File: src/gdp_pkg.sv
// constants shared by the gate drive protection control block
`default_nettype none
package gdp_pkg;
   // =====================================================================
   // clock and timing
   localparam int unsigned CLK_HZ            = 200_000_000;
   localparam int unsigned CLAMP_SETTLE_US   = 100;
   localparam int unsigned CLAMP_SETTLE_CYC  = CLAMP_SETTLE_US * (CLK_HZ / 1_000_000);
   localparam int unsigned SETTLE_W          = 15;

   // =====================================================================
   // register byte offsets
   localparam logic [7:0] ADDR_CLAMP         = 8'h00;
   localparam logic [7:0] ADDR_IOCTL         = 8'h04;
   localparam logic [7:0] ADDR_STATUS        = 8'h08;
   localparam logic [7:0] ADDR_IRQ_STS       = 8'h0c;
   localparam logic [7:0] ADDR_IRQ_MASK      = 8'h10;
   localparam logic [7:0] ADDR_BIAS          = 8'h14;
   localparam logic [7:0] ADDR_AMP           = 8'h18;
   localparam logic [7:0] ADDR_THR_A         = 8'h1c;
   localparam logic [7:0] ADDR_THR_B         = 8'h20;
   localparam logic [7:0] ADDR_FPR_A         = 8'h24;
   localparam logic [7:0] ADDR_FPR_B         = 8'h28;

   // =====================================================================
   // field positions and widths
   localparam int CLAMP_EN_BIT   = 0;
   localparam int TUNE_LSB       = 1;
   localparam int TUNE_W         = 4;
   localparam int HS_BUF_BIT     = 0;
   localparam int LS_BUF_BIT     = 1;
   localparam int HS_DS_LSB      = 2;
   localparam int LS_DS_LSB      = 4;
   localparam int DS_W           = 2;
   localparam int PDE_BIT        = 6;
   localparam int IOCTL_W        = 7;
   localparam int ST_WARN_BIT    = 0;
   localparam int ST_SHUT_BIT    = 1;
   localparam int ST_SAFE_BIT    = 2;
   localparam int ST_SETTLED_BIT = 3;
   localparam int ST_FAULT_LSB   = 4;
   localparam int IRQ_WARN       = 0;
   localparam int IRQ_SHUT       = 1;
   localparam int IRQ_OC_A       = 2;
   localparam int IRQ_OC_B       = 3;
   localparam int IRQ_W          = 4;
   localparam int THR_W          = 6;
   localparam int FPR_W          = 8;

   // =====================================================================
   // reset values and fixed numbers
   localparam logic [TUNE_W-1:0]  RST_TUNE       = 4'h0;
   localparam logic [IOCTL_W-1:0] RST_IOCTL      = 7'h00;
   localparam logic [THR_W-1:0]   RST_THR        = 6'h3f;
   localparam logic [FPR_W-1:0]   RST_FPR        = 8'h00;
   localparam logic [3:0]         OVP_IRQ_VECTOR = 4'h4;
   localparam logic [2:0]         ADC_CH_AMP_A   = 3'h5;
   localparam logic [2:0]         ADC_CH_AMP_B   = 3'h6;
   localparam logic [2:0]         ADC_CH_SUPPLY  = 3'h7;
endpackage
`default_nettype wire

File: src/gdp_gate_drive_ctrl.sv
// gate drive control and protection, top level with ahb-lite register slave
//
// The register addresses and the AHB-Lite slave port were chosen for this implementation.
`default_nettype none
module gdp_gate_drive_ctrl #(
   parameter int unsigned SETTLE_CYC = gdp_pkg::CLAMP_SETTLE_CYC
) (
   // clock and reset
   input  wire logic                          clk_sys,
   input  wire logic                          rst,
   // ahb-lite slave
   input  wire logic                          hsel,
   input  wire logic [31:0]                   haddr,
   input  wire logic [1:0]                    htrans,
   input  wire logic                          hwrite,
   input  wire logic [2:0]                    hsize,
   input  wire logic [31:0]                   hwdata,
   input  wire logic                          hready,
   output logic                               hreadyout,
   output logic [31:0]                        hrdata,
   output logic                               hresp,
   // analog comparators
   input  wire logic                          ovp_warn_cmp,
   input  wire logic                          ovp_shut_cmp,
   input  wire logic                          oc_cmp_a,
   input  wire logic                          oc_cmp_b,
   // pwm path
   input  wire logic [2:0]                    pwm_hs_in,
   input  wire logic [2:0]                    pwm_ls_in,
   output logic [2:0]                         pwm_hs_out,
   output logic [2:0]                         pwm_ls_out,
   output logic [1:0]                         pwm_fault,
   // analog controls
   output logic                               clamp_enable_bit,
   output logic [gdp_pkg::TUNE_W-1:0]         clamp_tune,
   output logic                               hs_buf_en,
   output logic                               ls_buf_en,
   output logic [gdp_pkg::DS_W-1:0]           hs_strength,
   output logic [gdp_pkg::DS_W-1:0]           ls_strength,
   output logic                               low_side_pulldown_enable,
   output logic                               hs_pullup_en,
   output logic                               bias_source_select,
   output logic                               sense_amp_a_enable,
   output logic                               sense_amp_b_enable,
   output logic [gdp_pkg::THR_W-1:0]          dac_a,
   output logic [gdp_pkg::THR_W-1:0]          dac_b,
   // converter routing
   input  wire logic [2:0]                    adc_ch_sel,
   output logic                               route_supply,
   output logic                               route_amp_a,
   output logic                               route_amp_b,
   // interrupt
   output logic                               irq,
   output logic [3:0]                         irq_vector
);
   // =====================================================================
   // bus phase capture
   logic                              wr_pend_q, wr_pend_d;
   logic [7:0]                        wr_addr_q, wr_addr_d;
   logic [31:0]                       rdata_q, rdata_d;
   logic                              addr_ok;

   // only whole-word single transfers are used, so hsize is not decoded
   assign addr_ok = hsel & hready & htrans[1];

   always_comb begin
      wr_pend_d = addr_ok & hwrite;
      wr_addr_d = addr_ok ? haddr[7:0] : wr_addr_q;
   end

   always_ff @(posedge clk_sys) begin
      if (rst) begin
         wr_pend_q <= 1'b0;
         wr_addr_q <= 8'h00;
         rdata_q   <= 32'h0000_0000;
      end else begin
         wr_pend_q <= wr_pend_d;
         wr_addr_q <= wr_addr_d;
         rdata_q   <= rdata_d;
      end
   end

   // zero wait states: the read mux is sampled in the address phase
   assign hreadyout = 1'b1;
   assign hresp     = 1'b0;
   assign hrdata    = rdata_q;

   // =====================================================================
   // control registers
   logic                              clamp_en_q, clamp_en_d;
   logic [gdp_pkg::TUNE_W-1:0]        tune_q, tune_d;
   logic [gdp_pkg::IOCTL_W-1:0]       ioctl_q, ioctl_d;
   logic                              bias_q, bias_d;
   logic [1:0]                        amp_q, amp_d;
   logic [gdp_pkg::THR_W-1:0]         thr_a_q, thr_a_d, thr_b_q, thr_b_d;
   logic [gdp_pkg::FPR_W-1:0]         fpr_a_q, fpr_a_d, fpr_b_q, fpr_b_d;
   logic [gdp_pkg::IRQ_W-1:0]         mask_q, mask_d;

   function automatic logic hit(input logic [7:0] a);
      hit = wr_pend_q && (wr_addr_q == a);
   endfunction

   always_comb begin
      clamp_en_d = clamp_en_q;
      tune_d     = tune_q;
      ioctl_d    = ioctl_q;
      bias_d     = bias_q;
      amp_d      = amp_q;
      thr_a_d    = thr_a_q;
      thr_b_d    = thr_b_q;
      fpr_a_d    = fpr_a_q;
      fpr_b_d    = fpr_b_q;
      mask_d     = mask_q;
      if (hit(gdp_pkg::ADDR_CLAMP)) begin
         clamp_en_d = hwdata[gdp_pkg::CLAMP_EN_BIT];
         tune_d     = hwdata[gdp_pkg::TUNE_LSB +: gdp_pkg::TUNE_W];
      end
      if (hit(gdp_pkg::ADDR_IOCTL)) begin
         ioctl_d = hwdata[gdp_pkg::IOCTL_W-1:0];
      end
      if (hit(gdp_pkg::ADDR_BIAS)) begin
         bias_d = hwdata[0];
      end
      if (hit(gdp_pkg::ADDR_AMP)) begin
         amp_d = hwdata[1:0];
      end
      if (hit(gdp_pkg::ADDR_THR_A)) begin
         thr_a_d = hwdata[gdp_pkg::THR_W-1:0];
      end
      if (hit(gdp_pkg::ADDR_THR_B)) begin
         thr_b_d = hwdata[gdp_pkg::THR_W-1:0];
      end
      if (hit(gdp_pkg::ADDR_FPR_A)) begin
         fpr_a_d = hwdata[gdp_pkg::FPR_W-1:0];
      end
      if (hit(gdp_pkg::ADDR_FPR_B)) begin
         fpr_b_d = hwdata[gdp_pkg::FPR_W-1:0];
      end
      if (hit(gdp_pkg::ADDR_IRQ_MASK)) begin
         mask_d = hwdata[gdp_pkg::IRQ_W-1:0];
      end
   end

   always_ff @(posedge clk_sys) begin
      if (rst) begin
         clamp_en_q <= 1'b0;
         tune_q     <= gdp_pkg::RST_TUNE;
         ioctl_q    <= gdp_pkg::RST_IOCTL;
         bias_q     <= 1'b0;
         amp_q      <= 2'h0;
         thr_a_q    <= gdp_pkg::RST_THR;
         thr_b_q    <= gdp_pkg::RST_THR;
         fpr_a_q    <= gdp_pkg::RST_FPR;
         fpr_b_q    <= gdp_pkg::RST_FPR;
         mask_q     <= '0;
      end else begin
         clamp_en_q <= clamp_en_d;
         tune_q     <= tune_d;
         ioctl_q    <= ioctl_d;
         bias_q     <= bias_d;
         amp_q      <= amp_d;
         thr_a_q    <= thr_a_d;
         thr_b_q    <= thr_b_d;
         fpr_a_q    <= fpr_a_d;
         fpr_b_q    <= fpr_b_d;
         mask_q     <= mask_d;
      end
   end

   assign clamp_enable_bit         = clamp_en_q;
   assign clamp_tune               = tune_q;
   assign hs_buf_en                = ioctl_q[gdp_pkg::HS_BUF_BIT];
   assign ls_buf_en                = ioctl_q[gdp_pkg::LS_BUF_BIT];
   assign hs_strength              = ioctl_q[gdp_pkg::HS_DS_LSB +: gdp_pkg::DS_W];
   assign ls_strength              = ioctl_q[gdp_pkg::LS_DS_LSB +: gdp_pkg::DS_W];
   assign low_side_pulldown_enable = ioctl_q[gdp_pkg::PDE_BIT];
   assign hs_pullup_en             = 1'b1;
   assign bias_source_select       = bias_q;
   assign sense_amp_a_enable       = amp_q[0];
   assign sense_amp_b_enable       = amp_q[1];
   assign dac_a                    = thr_a_q;
   assign dac_b                    = thr_b_q;

   // =====================================================================
   // clamp settle indicator; software still owns the wait before hs enable
   logic [gdp_pkg::SETTLE_W-1:0]      settle_cnt_q, settle_cnt_d;
   logic                              settled_q, settled_d;

   always_comb begin
      settle_cnt_d = '0;
      settled_d    = 1'b0;
      if (clamp_en_q) begin
         settled_d    = settled_q | (settle_cnt_q == gdp_pkg::SETTLE_W'(SETTLE_CYC - 1));
         settle_cnt_d = settled_d ? settle_cnt_q : settle_cnt_q + 1'b1;
      end
   end

   always_ff @(posedge clk_sys) begin
      if (rst) begin
         settle_cnt_q <= '0;
         settled_q    <= 1'b0;
      end else begin
         settle_cnt_q <= settle_cnt_d;
         settled_q    <= settled_d;
      end
   end

   // =====================================================================
   // protection
   logic                              warn_q, shut_q, safe_q, warn_rise, shut_rise;
   logic                              oc_rise_a, oc_rise_b;
   logic [gdp_pkg::IRQ_W-1:0]         w1c;

   assign w1c = hit(gdp_pkg::ADDR_IRQ_STS) ? hwdata[gdp_pkg::IRQ_W-1:0] : '0;

   gdp_ovp_guard u_ovp (
      .clk_sys    (clk_sys),
      .rst        (rst),
      .warn_cmp   (ovp_warn_cmp),
      .shut_cmp   (ovp_shut_cmp),
      .safe_clr   (w1c[gdp_pkg::IRQ_SHUT]),
      .pwm_hs_in  (pwm_hs_in),
      .pwm_ls_in  (pwm_ls_in),
      .pwm_hs_out (pwm_hs_out),
      .pwm_ls_out (pwm_ls_out),
      .warn_q     (warn_q),
      .shut_q     (shut_q),
      .safe_q     (safe_q),
      .warn_rise  (warn_rise),
      .shut_rise  (shut_rise)
   );

   gdp_limit_filter u_filt_a (
      .clk_sys (clk_sys),
      .rst     (rst),
      .cmp_in  (oc_cmp_a),
      .period  (fpr_a_q),
      .filt_q  (pwm_fault[0]),
      .rise    (oc_rise_a)
   );

   gdp_limit_filter u_filt_b (
      .clk_sys (clk_sys),
      .rst     (rst),
      .cmp_in  (oc_cmp_b),
      .period  (fpr_b_q),
      .filt_q  (pwm_fault[1]),
      .rise    (oc_rise_b)
   );

   // =====================================================================
   // interrupt status, set wins over a write-one clear
   logic [gdp_pkg::IRQ_W-1:0]         ists_q, ists_d;

   always_comb begin
      ists_d = (ists_q & ~w1c) | {oc_rise_b, oc_rise_a, shut_rise, warn_rise};
   end

   always_ff @(posedge clk_sys) begin
      if (rst) begin
         ists_q <= '0;
      end else begin
         ists_q <= ists_d;
      end
   end

   assign irq        = |(ists_q & mask_q);
   assign irq_vector = gdp_pkg::OVP_IRQ_VECTOR;

   // =====================================================================
   // converter routing and read mux
   logic [2:0]                        route_q, route_d;

   always_comb begin
      route_d = {adc_ch_sel == gdp_pkg::ADC_CH_SUPPLY,
                 adc_ch_sel == gdp_pkg::ADC_CH_AMP_B,
                 adc_ch_sel == gdp_pkg::ADC_CH_AMP_A};
      rdata_d = 32'h0000_0000;
      if (addr_ok && !hwrite) begin
         case (haddr[7:0])
            gdp_pkg::ADDR_CLAMP:    rdata_d[4:0] = {tune_q, clamp_en_q};
            gdp_pkg::ADDR_IOCTL:    rdata_d[gdp_pkg::IOCTL_W-1:0] = ioctl_q;
            gdp_pkg::ADDR_STATUS:   rdata_d[5:0] = {pwm_fault, settled_q, safe_q, shut_q, warn_q};
            gdp_pkg::ADDR_IRQ_STS:  rdata_d[gdp_pkg::IRQ_W-1:0] = ists_q;
            gdp_pkg::ADDR_IRQ_MASK: rdata_d[gdp_pkg::IRQ_W-1:0] = mask_q;
            gdp_pkg::ADDR_BIAS:     rdata_d[0] = bias_q;
            gdp_pkg::ADDR_AMP:      rdata_d[1:0] = amp_q;
            gdp_pkg::ADDR_THR_A:    rdata_d[gdp_pkg::THR_W-1:0] = thr_a_q;
            gdp_pkg::ADDR_THR_B:    rdata_d[gdp_pkg::THR_W-1:0] = thr_b_q;
            gdp_pkg::ADDR_FPR_A:    rdata_d[gdp_pkg::FPR_W-1:0] = fpr_a_q;
            gdp_pkg::ADDR_FPR_B:    rdata_d[gdp_pkg::FPR_W-1:0] = fpr_b_q;
            default:                rdata_d = 32'h0000_0000;
         endcase
      end
   end

   always_ff @(posedge clk_sys) begin
      if (rst) begin
         route_q <= 3'h0;
      end else begin
         route_q <= route_d;
      end
   end

   assign route_amp_a  = route_q[0];
   assign route_amp_b  = route_q[1];
   assign route_supply = route_q[2];
endmodule
`default_nettype wire

File: src/gdp_limit_filter.sv
// digital qualification filter for one over-current comparator
`default_nettype none
module gdp_limit_filter (
   // clock and reset
   input  wire logic                          clk_sys,
   input  wire logic                          rst,
   // comparator and setting
   input  wire logic                          cmp_in,
   input  wire logic [gdp_pkg::FPR_W-1:0]     period,
   // qualified result
   output logic                               filt_q,
   output logic                               rise
);
   // =====================================================================
   // state
   logic [gdp_pkg::FPR_W-1:0] cnt_q, cnt_d;
   logic                      filt_d;

   // a change is taken only after period+1 cycles of steady disagreement
   always_comb begin
      cnt_d  = '0;
      filt_d = filt_q;
      if (cmp_in != filt_q) begin
         if (cnt_q == period) begin
            filt_d = cmp_in;
         end else begin
            cnt_d = cnt_q + 8'h01;
         end
      end
   end

   always_ff @(posedge clk_sys) begin
      if (rst) begin
         cnt_q  <= '0;
         filt_q <= 1'b0;
      end else begin
         cnt_q  <= cnt_d;
         filt_q <= filt_d;
      end
   end

   assign rise = filt_d & ~filt_q;
endmodule
`default_nettype wire

File: src/gdp_ovp_guard.sv
// supply over-voltage flags, safety latch and pwm forcing
`default_nettype none
module gdp_ovp_guard (
   // clock and reset
   input  wire logic        clk_sys,
   input  wire logic        rst,
   // comparators and software clear
   input  wire logic        warn_cmp,
   input  wire logic        shut_cmp,
   input  wire logic        safe_clr,
   // pwm path
   input  wire logic [2:0]  pwm_hs_in,
   input  wire logic [2:0]  pwm_ls_in,
   output logic [2:0]       pwm_hs_out,
   output logic [2:0]       pwm_ls_out,
   // flags
   output logic             warn_q,
   output logic             shut_q,
   output logic             safe_q,
   output logic             warn_rise,
   output logic             shut_rise
);
   // =====================================================================
   // next state
   logic       safe_d;
   logic [2:0] hs_d, ls_d;

   always_comb begin
      // the live comparator sets the latch even in the cycle software clears it
      safe_d = shut_cmp | (safe_q & ~safe_clr);
      hs_d   = safe_d ? 3'h0 : pwm_hs_in;
      ls_d   = safe_d ? 3'h0 : pwm_ls_in;
   end

   always_ff @(posedge clk_sys) begin
      if (rst) begin
         warn_q     <= 1'b0;
         shut_q     <= 1'b0;
         safe_q     <= 1'b0;
         pwm_hs_out <= 3'h0;
         pwm_ls_out <= 3'h0;
      end else begin
         warn_q     <= warn_cmp;
         shut_q     <= shut_cmp;
         safe_q     <= safe_d;
         pwm_hs_out <= hs_d;
         pwm_ls_out <= ls_d;
      end
   end

   assign warn_rise = warn_cmp & ~warn_q;
   assign shut_rise = shut_cmp & ~shut_q;
endmodule
`default_nettype wire

File: config.mk
export PLATFORM = sky130hd
export DESIGN_NAME = gdp_gate_drive_ctrl
export DESIGN_NICKNAME = d
export VERILOG_FILES = /design/src/gdp_pkg.sv /design/src/gdp_gate_drive_ctrl.sv /design/src/gdp_limit_filter.sv /design/src/gdp_ovp_guard.sv
export SDC_FILE = /design/constraint.sdc
export NUM_CORES = 1
export LEC_CHECK = 0
export BUFFER_PORTS_ARGS = -buffer_cell sky130_fd_sc_hd__buf_2
export CAP_MARGIN = 20
export CORE_ASPECT_RATIO = 0.5
export CORE_MARGIN = 10
export CORE_UTILIZATION = 55
export DETAILED_ROUTE_END_ITERATION = 7
export HOLD_SLACK_MARGIN = 0.1
export PLACE_DENSITY = 0.85
export SYNTH_ARGS = -nofsm -noshare
export SYNTH_HDL_FRONTEND = slang
export SYNTH_SLANG_ARGS = --single-unit
File: constraint.sdc
create_clock -name clk_sys -period 3.8 [get_ports clk_sys]
set_input_delay 0.57 -clock clk_sys [delete_from_list [all_inputs] [get_ports clk_sys]]
set_output_delay 0.57 -clock clk_sys [all_outputs]
set_load 0.005 [all_outputs]
; After elaboration in Yosys (flattened, before gate mapping)
; Cells that the tools add are included.
[word_totals]
ff_bits = 138
latchBits = 0
mem_bits_rw = 0
rom_bits = 0
mem_count = 0
[op_classes]
addsub = 3
multipliers = 0
div_mod_pow = 0
order_cmp = 0
n_eq_ne = 27
shift = 0
muxes = 12
bitwise_logic = 23
n_reduce_logical = 20
[op_table]
columns = op, n
row1 = $eq 8x5->1 const B, 8
row2 = $eq 8x6->1 const B, 6
row3 = $eq 8x4->1 const B, 3
row4 = $pmux 2 s9, 1
row5 = $add 8x1->8 const B, 2
row6 = $eq 8x3->1 const B, 2
row7 = $eq 8x8->1, 2
row8 = $logic_not 8->1, 2
row9 = $add 15x1->15 const B, 1
row10 = $eq 15x15->1 const B, 1
row11 = $logic_and 1x1->1, 11
row12 = $pmux 1 s11, 1
row13 = $pmux 1 s10, 1
row14 = $eq 3x3->1 const B, 3
row15 = $not 1->1, 9
row16 = $and 1x1->1, 8
row17 = $and 4x4->4, 2
row18 = $pmux 1 s7, 1
row19 = $pmux 1 s6, 1
row20 = $reduce_or 2->1, 3
row21 = $reduce_or 3->1, 2
row22 = $mux 1, 4
row23 = $mux 4, 1
row24 = $not 4->4, 1
row25 = 7 further kinds, 9

; Depth between registers and ports, before layout
; Gate-level depths: netlist of run 1.
[logic_depth]
depth_word = 7
depth_mapped = 7
ltp_nobuf = 5

; By module
; From an unflattened synthesis of run 1, not the netlist that was laid out.
[hier_totals]
cells_unflattened = 619
area_unflattened_um2 = 5439.0
[modules_own_cells]
columns = module, instances, cells_each, area_per_inst_um2, seq_area_each_um2
row1 = gdp_gate_drive_ctrl, 1, 494, 4186.5, 1741.7
row2 = gdp_limit_filter, 2, 50, 456.7, 180.2
row3 = gdp_ovp_guard, 1, 25, 339.1, 180.2

; Worst setup path before layout of run 1
; OpenSTA, ideal clock, no wires.
[synth_timing]
path_kind = input port to flip-flop
start = in haddr[3]
end = reg rdata_q[0], in the netlist hrdata[0]
setup_time_ps = 120
t_arrival_ps = 1749
required_time_ps = 3680
path_slack_ps = 1932
stages = 6
cell_sequence = buf_2 > clkbuf_1 > mux2_2 > a22oi_1 > nor3_1 > o31a_1
[synth_between]
elab_chain_cells = 2
word_cells_on_any_way = 12
cone_classes = 10 x eq/ne / 1 x mux / 1 x reduce/logical
[synth_rtl]
columns = item, line
row1 = start: declaration, gdp_gate_drive_ctrl.sv:13  ; input wire logic [31:0] haddr,
row2 = "$eq 8x6->1, or another cell as far along", gdp_gate_drive_ctrl.sv:280  ; case (haddr[7:0])
row3 = $pmux 1 s11 *, gdp_gate_drive_ctrl.sv:280
row4 = end signal: assignment, gdp_gate_drive_ctrl.sv:79  ; rdata_q <= rdata_d;
row5 = end: declaration, gdp_gate_drive_ctrl.sv:60  ; logic [31:0] rdata_q, rdata_d;
; Every way passes the cells marked *; elsewhere a longest branch is shown, timed or not.
; A chain may end at the register's enable or synchronous reset.

; Worst setup path after layout of run 1
[layout_timing]
start = reg settle_cnt_q[0] (netlist bit)
end = reg settle_cnt_q[14] (netlist bit)
[layout_between]
elab_chain_cells = 2
word_cells_on_any_way = 3
cone_classes = 1 x add/sub / 1 x eq/ne / 1 x bitwise
[layout_rtl]
columns = item, line
row1 = start: declaration, gdp_gate_drive_ctrl.sv:186  ; logic [gdp_pkg::SETTLE_W-1:0] settle_cnt_q, settle_cnt_d;
row2 = start signal: assignment, gdp_gate_drive_ctrl.sv:203  ; settle_cnt_q <= settle_cnt_d;
row3 = branches (longest 2 deep; another with $add 15x1->15), n/a
; Parallel ways; which one is timed is not known.

==> impl_metrics.ini, run 1 <==
[clock_tree]
insertion_delay_ns = 0.41
root_buffer = clkbuf_16
clockBufferDepth = 2
ctsResizeCount = 0
clkSinkCount = 114
postCtsSetupBuffers = 0
cts_made_buffers = 17
cts.clk_slew.worst_paths_ns = 0.05
cts_htree_levels = 4
cts_tree = built
ctsHoldBuffers = 0

[pwr]
power_leakage_nw = 2.714
power_switching_mw = 0.6471
p_clk_share_pct = 55.2
p_comb_share_pct = 4.6
pwr-share-seq_pct = 40.2
netSwitchingFraction_pct = 21.32
intPower_mw = 2.388
power_density_nw_per_um2 = 475.4
irDropWorstVdd_v = 0.0002730

[route]
routed_wire_length_per_instance_um = 17.75
drc = 0
wl_um = 14500
antenna_left = 0
drt_pass1_iterations = 5
first_iter_violations = 412
vias_per_cell = 5.803
dr_total_vias = 4741

[place]
place_area_um2 = 5762
dp_hpwl_um = 10330
finalWeightedCongestion = 0.8954
port_buffers = 81

[layout]
num_antenna_cells = 0
final_nets = 759
final_area_um2 = 6384
areaGrowthSynthToFinish_pct = 16.91
drive_gt1_share_pct = 19.06

[logic_synthesis]
synth-edff-count = 0
yosysWarnings = 0
synth_cell_type_count = 63
yosysMostFrequentCell = dfxtp_1
yosysTopAreaCell = dfxtp_1
avgSynthCellArea_um2 = 9.025
synthTopCellsByArea = dfxtp_1 42%, mux2i_1 7.3%, buf_4 4.9%, nor2_1 4.7%, xor2_1 4.0%
synth_top_area_share_pct = 41.80
async_flop_share_pct = 0
yosys-top-cells-count = 114 x dfxtp_1, 69 x nor2_1, 40 x mux2i_1
seq_area_frac_synth_pct = 41.80
ys.flop_type = dfxtp_1
ys_ff_latch = 114
syn_area_um2 = 5460
postSynthCellCount = 605

[worst_setup_path]
cp_max_fo = 27
end_kind = flop
worstPathArrival_ns = 2.49
cp.required_ns = 4.13
rr_startpoint = settle_cnt_q[0]
r2r_cells = 5
start_kind = flop
worstSetupPathType = reg2reg
r2r-end = settle_cnt_q[14]
r2r_slack_ns = 1.64

[outcome]
outcome = finished, final reports clean

[global_route]
grt_max_degree = 48
grt_pass1_vias = 4645
overflow = 0
track_usage_pct = 19.38
antenna_found_initial = 0
grt_first_pass_wirelength_um = 23200

[timing]
clock.fmax_ghz = 0.4624
skew_ns = 0.01363
rsz0062_at_grt = false
slew_viol_final = 0
layout_worst_path_cycle_share_pct = 56.91
slew_headroom_pct = 45.60
fin_setup_tns_ns = 0
tightest_slew_ns = 0.8115
hold_violations = 0
setup_viol = 0
min_period_ns = 2.163

[floorplanning]
num_rows = 25
pin_count = 165
die_area_um2 = 14560
core_um2 = 9572
initial_core_util_pct = 57.05
fp.dieH_um = 90.46
die_w_um = 160.9

[min_path]
hold_class = in2reg
hold_start = adc_ch_sel[1]
whs_endpoint = route_q[0]
hold_depth = 2

[run]
max_cap_violations = 0
logic make-up after synthesis:
logic type	share of synthesized area, %
buffers and inverters	8.501
and+or+nand+nor	23.19
muxes	9.189
other	0.1375
AOI/OAI and AO/OA	11.37
DFF	41.80
adders and majority gates	0.6875
xor gates and xnor gates	5.133
placed cells by master, fill, tap and decap left out, types with 15 or more instances in the layout:
master,n
dfxtp_1,114
buf_2,81
nor2_1,69
mux2i_1,40
nand2_1,32
conb_1,31
a21oi_1,30
xor2_1,25
nand3_1,24
clkbuf_16,17
nor2b_1,15
worst max path at each step:
stage / from / cells after the start / slack (ns) / end
detailed placement: haddr[0] / 5 / 1.57 / hrdata[3]
floorplan: haddr[3] / 6 / 1.93 / hrdata[0]
finish: settle_cnt_q[0] / 5 / 1.64 / settle_cnt_q[14]
global placement: haddr[3] / 5 / 1.59 / hrdata[2]
CTS: settle_cnt_q[0] / 5 / 1.63 / settle_cnt_q[14]
global route: wr_addr_q[0] / 4 / 1.41 / ioctl_q[0]
stage by stage:
| stage | power (mW) | hold slack [ns] | instances | setup slack, ns | util (%) |
|---|---|---|---|---|---|
| final | 3.035 | 0.3501 | 817 | 1.637 | 66.69 |
| after global routing | 3.128 | 0.3362 | 817 | 1.409 | 66.69 |
| after CTS | 3.043 | 0.3363 | 817 | 1.634 | 66.69 |
| after detailed placement | 1.380 | 0.4714 | 785 | 1.572 | 60.20 |
| after global placement | 1.375 | 0.4616 | 785 | 1.588 | 60.20 |
| after floorplan | 1.351 | 0.4357 | 634 | 1.932 | - |
power groups by stage:
stage	sequential, mW	combinational, mW	clock, mW
after global placement	1.24	0.130	0
after global routing	1.22	0.153	1.75
after floorplan	1.24	0.109	0
after detailed placement	1.25	0.134	0
after CTS	1.22	0.135	1.69
final	1.22	0.140	1.67
flip-flops by register name, indices dropped and copies added, names as in the netlist, 2 cells and up:
register and cells:
u_filt_a.cnt_q 8, ists_q 4, u_filt_b.cnt_q 8, dac_b 6, hrdata 8, clamp_tune 4, u_ovp.pwm_hs_out 3, route_q 3
wr_addr_q 8, mask_q 4, amp_q 2, fpr_b_q 8, fpr_a_q 8, ioctl_q 7, settle_cnt_q 15, u_ovp.pwm_ls_out 3
dac_a 6
critical path, stage by stage, from the launching register on:
cell	delay [ns]
dfxtp_1	0.33
ha_1	0.29
and4_1	0.26
a41o_1	0.45
or4_1	0.60
a21oi_1	0.16
cell type report:
| type | count | area (um^2) |
|---|---|---|
| inverter | 14 | 52.55 |
| sequential | 114 | 2282 |
| timing repair buffer | 85 | 435.4 |
| fill | 734 | 3188 |
| multi-input combinational | 437 | 2823 |
| clock inverter | 9 | 153.9 |
| tap | 135 | 168.9 |
| clock buffer | 23 | 467.9 |
layer usage:
layer  track usage, %  up-vias  wire length, um
li1                 -     2214                -
met3            5.914       34             1258
met2            32.64      203             7085
met1            22.33     2290             5797
met5                0        -                0
met4            8.434        0              360
(Power assumes the default switching activity.)
==> run 2, diff against run 1 <==
- CORE_UTILIZATION: 55 -> 52
- PLACE_DENSITY: 0.85 -> 0.81
- clock period: 3.8 -> 2.2 ns (I/O delays scaled with it)
==> run 2 against run 1 <==
- global-route usage decreased by 0.63 points
- worst setup slack got worse by 1.5 ns
- flip-flop and latch count unchanged
==> impl_metrics.ini, run 2 (same netlist as run 1, synthesis figures left out) <==
[layout]
largest_reg_flops = 15
areaGrowthSynthToFinish_pct = 17.90
final_area_um2 = 6437
drive_gt1_share_pct = 21.26
largest-register = settle_cnt_q
fin_cells = 836
utilization_pct = 63.02
fill_cells = 840
final_nets = 773
final_common_cell = dfxtp_1
num_antenna_cells = 0
mostFrequentLayoutCells = 114 x dfxtp_1, 81 x buf_2, 69 x nor2_1

[floorplanning]
core_um2 = 10210
die_area_um2 = 15250
fp.dieH_um = 92.46
initial_core_util_pct = 53.45
pin_count = 165
die_w_um = 164.9
num_rows = 26

[clock_tree]
cts_tree = built
cts_made_buffers = 17
root_buffer = clkbuf_16
ctsResizeCount = 0
clkSinkCount = 114
cts_htree_levels = 4
cts.clk_slew.worst_paths_ns = 0.05
insertion_delay_ns = 0.42
ctsHoldBuffers = 0
clockBufferDepth = 2
postCtsSetupBuffers = 0

[route]
top_layer = met4
wl_met1_um = 5889
antenna_left = 0
dr_total_vias = 4749
first_iter_violations = 505
wl_um = 14650
routed_wire_length_per_instance_um = 17.52
wl_met3_um = 1295
met2_length_um = 7222
drc = 0
vias_per_cell = 5.681
drt_pass1_iterations = 6

[outcome]
outcome = finished, final reports clean

[timing]
layout_worst_path_cycle_share_pct = 92.49
slew_headroom_pct = 54.14
skew_ns = 0.01291
tightest_slew_ns = 0.6879
hold_violations = 0
clock.fmax_ghz = 0.4915
fin_setup_tns_ns = 0
slew_viol_final = 0
setup_viol = 0
rsz0062_at_grt = false
min_period_ns = 2.035
postLayoutSetupSlackWorst_ns = 0.1653

[worst_setup_path]
cp.required_ns = 2.54
worstPathArrival_ns = 2.37
cp_max_fo = 25
start_kind = flop
end_kind = flop
worstSetupPathType = reg2reg

[pwr]
power_leakage_nw = 2.758
power_density_nw_per_um2 = 766.7
p_clk_share_pct = 52.3
p_comb_share_pct = 5.0
irDropWorstVdd_v = 0.0005231
netSwitchingFraction_pct = 23.37
intPower_mw = 3.782
pwr-share-seq_pct = 42.7
power_switching_mw = 1.153

[global_route]
grt_first_pass_wirelength_um = 22920
grt_max_degree = 44
grt_pass1_vias = 4608
overflow = 0
track_usage_pct = 18.75
antenna_found_initial = 0

[place]
finalWeightedCongestion = 0.9332
preCtsSetupSlack_ns = 0.1584
dp_cells = 804
place_area_um2 = 5873
port_buffers = 81
dp_hpwl_um = 10450

[min_path]
hold_class = in2reg

[run]
max_cap_violations = 0
[run 2: cell types whose count changed in the layout (fill, tap and decap cells not counted), sizes merged]
cell / previous run / this run
clkinvlp: 2 / 4
buf: 85 / 99
inv: 14 / 15
bufinv: 4 / 1
clkinv: 3 / 7
clkbuf: 23 / 19
[run 2: final timing paths]
path	slack, ns	cells past startpoint	startpoint	end
max	0.17	5	settle_cnt_q[0]	settle_cnt_q[13]
min	0.11	2	adc_ch_sel[1]	route_q[0]
max reg2reg	0.17	5	settle_cnt_q[0]	settle_cnt_q[13]
min reg2reg	0.48	1	u_filt_b.cnt_q[0]	u_filt_b.cnt_q[0]
[run 2: through the flow]
step           hold WS, ns  power [mW]
2_1_floorplan       0.4015       2.334
3_3_place_gp        0.4588       2.384
3_5_place_dp        0.4609       2.390
4_1_cts             0.1009       4.951
5_1_grt             0.1066       5.074
6_report            0.1071       4.935
[run 2: power by group through the flow]
stage / Clock [mW] / Combinational [mW] / Sequential, mW
after floorplan: 0 / 0.188 / 2.15
after global placement: 0 / 0.235 / 2.15
after detailed placement: 0 / 0.240 / 2.15
after CTS: 2.60 / 0.242 / 2.11
after global routing: 2.70 / 0.271 / 2.11
final: 2.58 / 0.249 / 2.11
[run 2: worst max-delay path, stage by stage (launching register included)]
cell and delay [ns]:
dfxtp_1 0.34, ha_1 0.23, and4_1 0.23, a41o_1 0.42, or4_1 0.59, a21oi_1 0.16
[run 2: metal layers]
| layer | GRT usage [%] | vias to the layer above |
|---|---|---|
| met2 | 31.75 | 217 |
| met1 | 21.98 | 2267 |
| met4 | 7.845 | 0 |
| li1 | - | 2243 |
| met5 | 0 | - |
| met3 | 5.256 | 22 |
[run 2: area by class of cell]
type                       count  area [um^2]  share of cell area (%)
sequential                   114         2282                   35.45
timing repair buffer          99        540.5                   8.397
inverter                      14        52.55                  0.8163
clock inverter                13        111.4                   1.730
multi-input combinational    437         2823                   43.85
clock buffer                  19        452.9                   7.036
tap                          140        175.2                   2.721
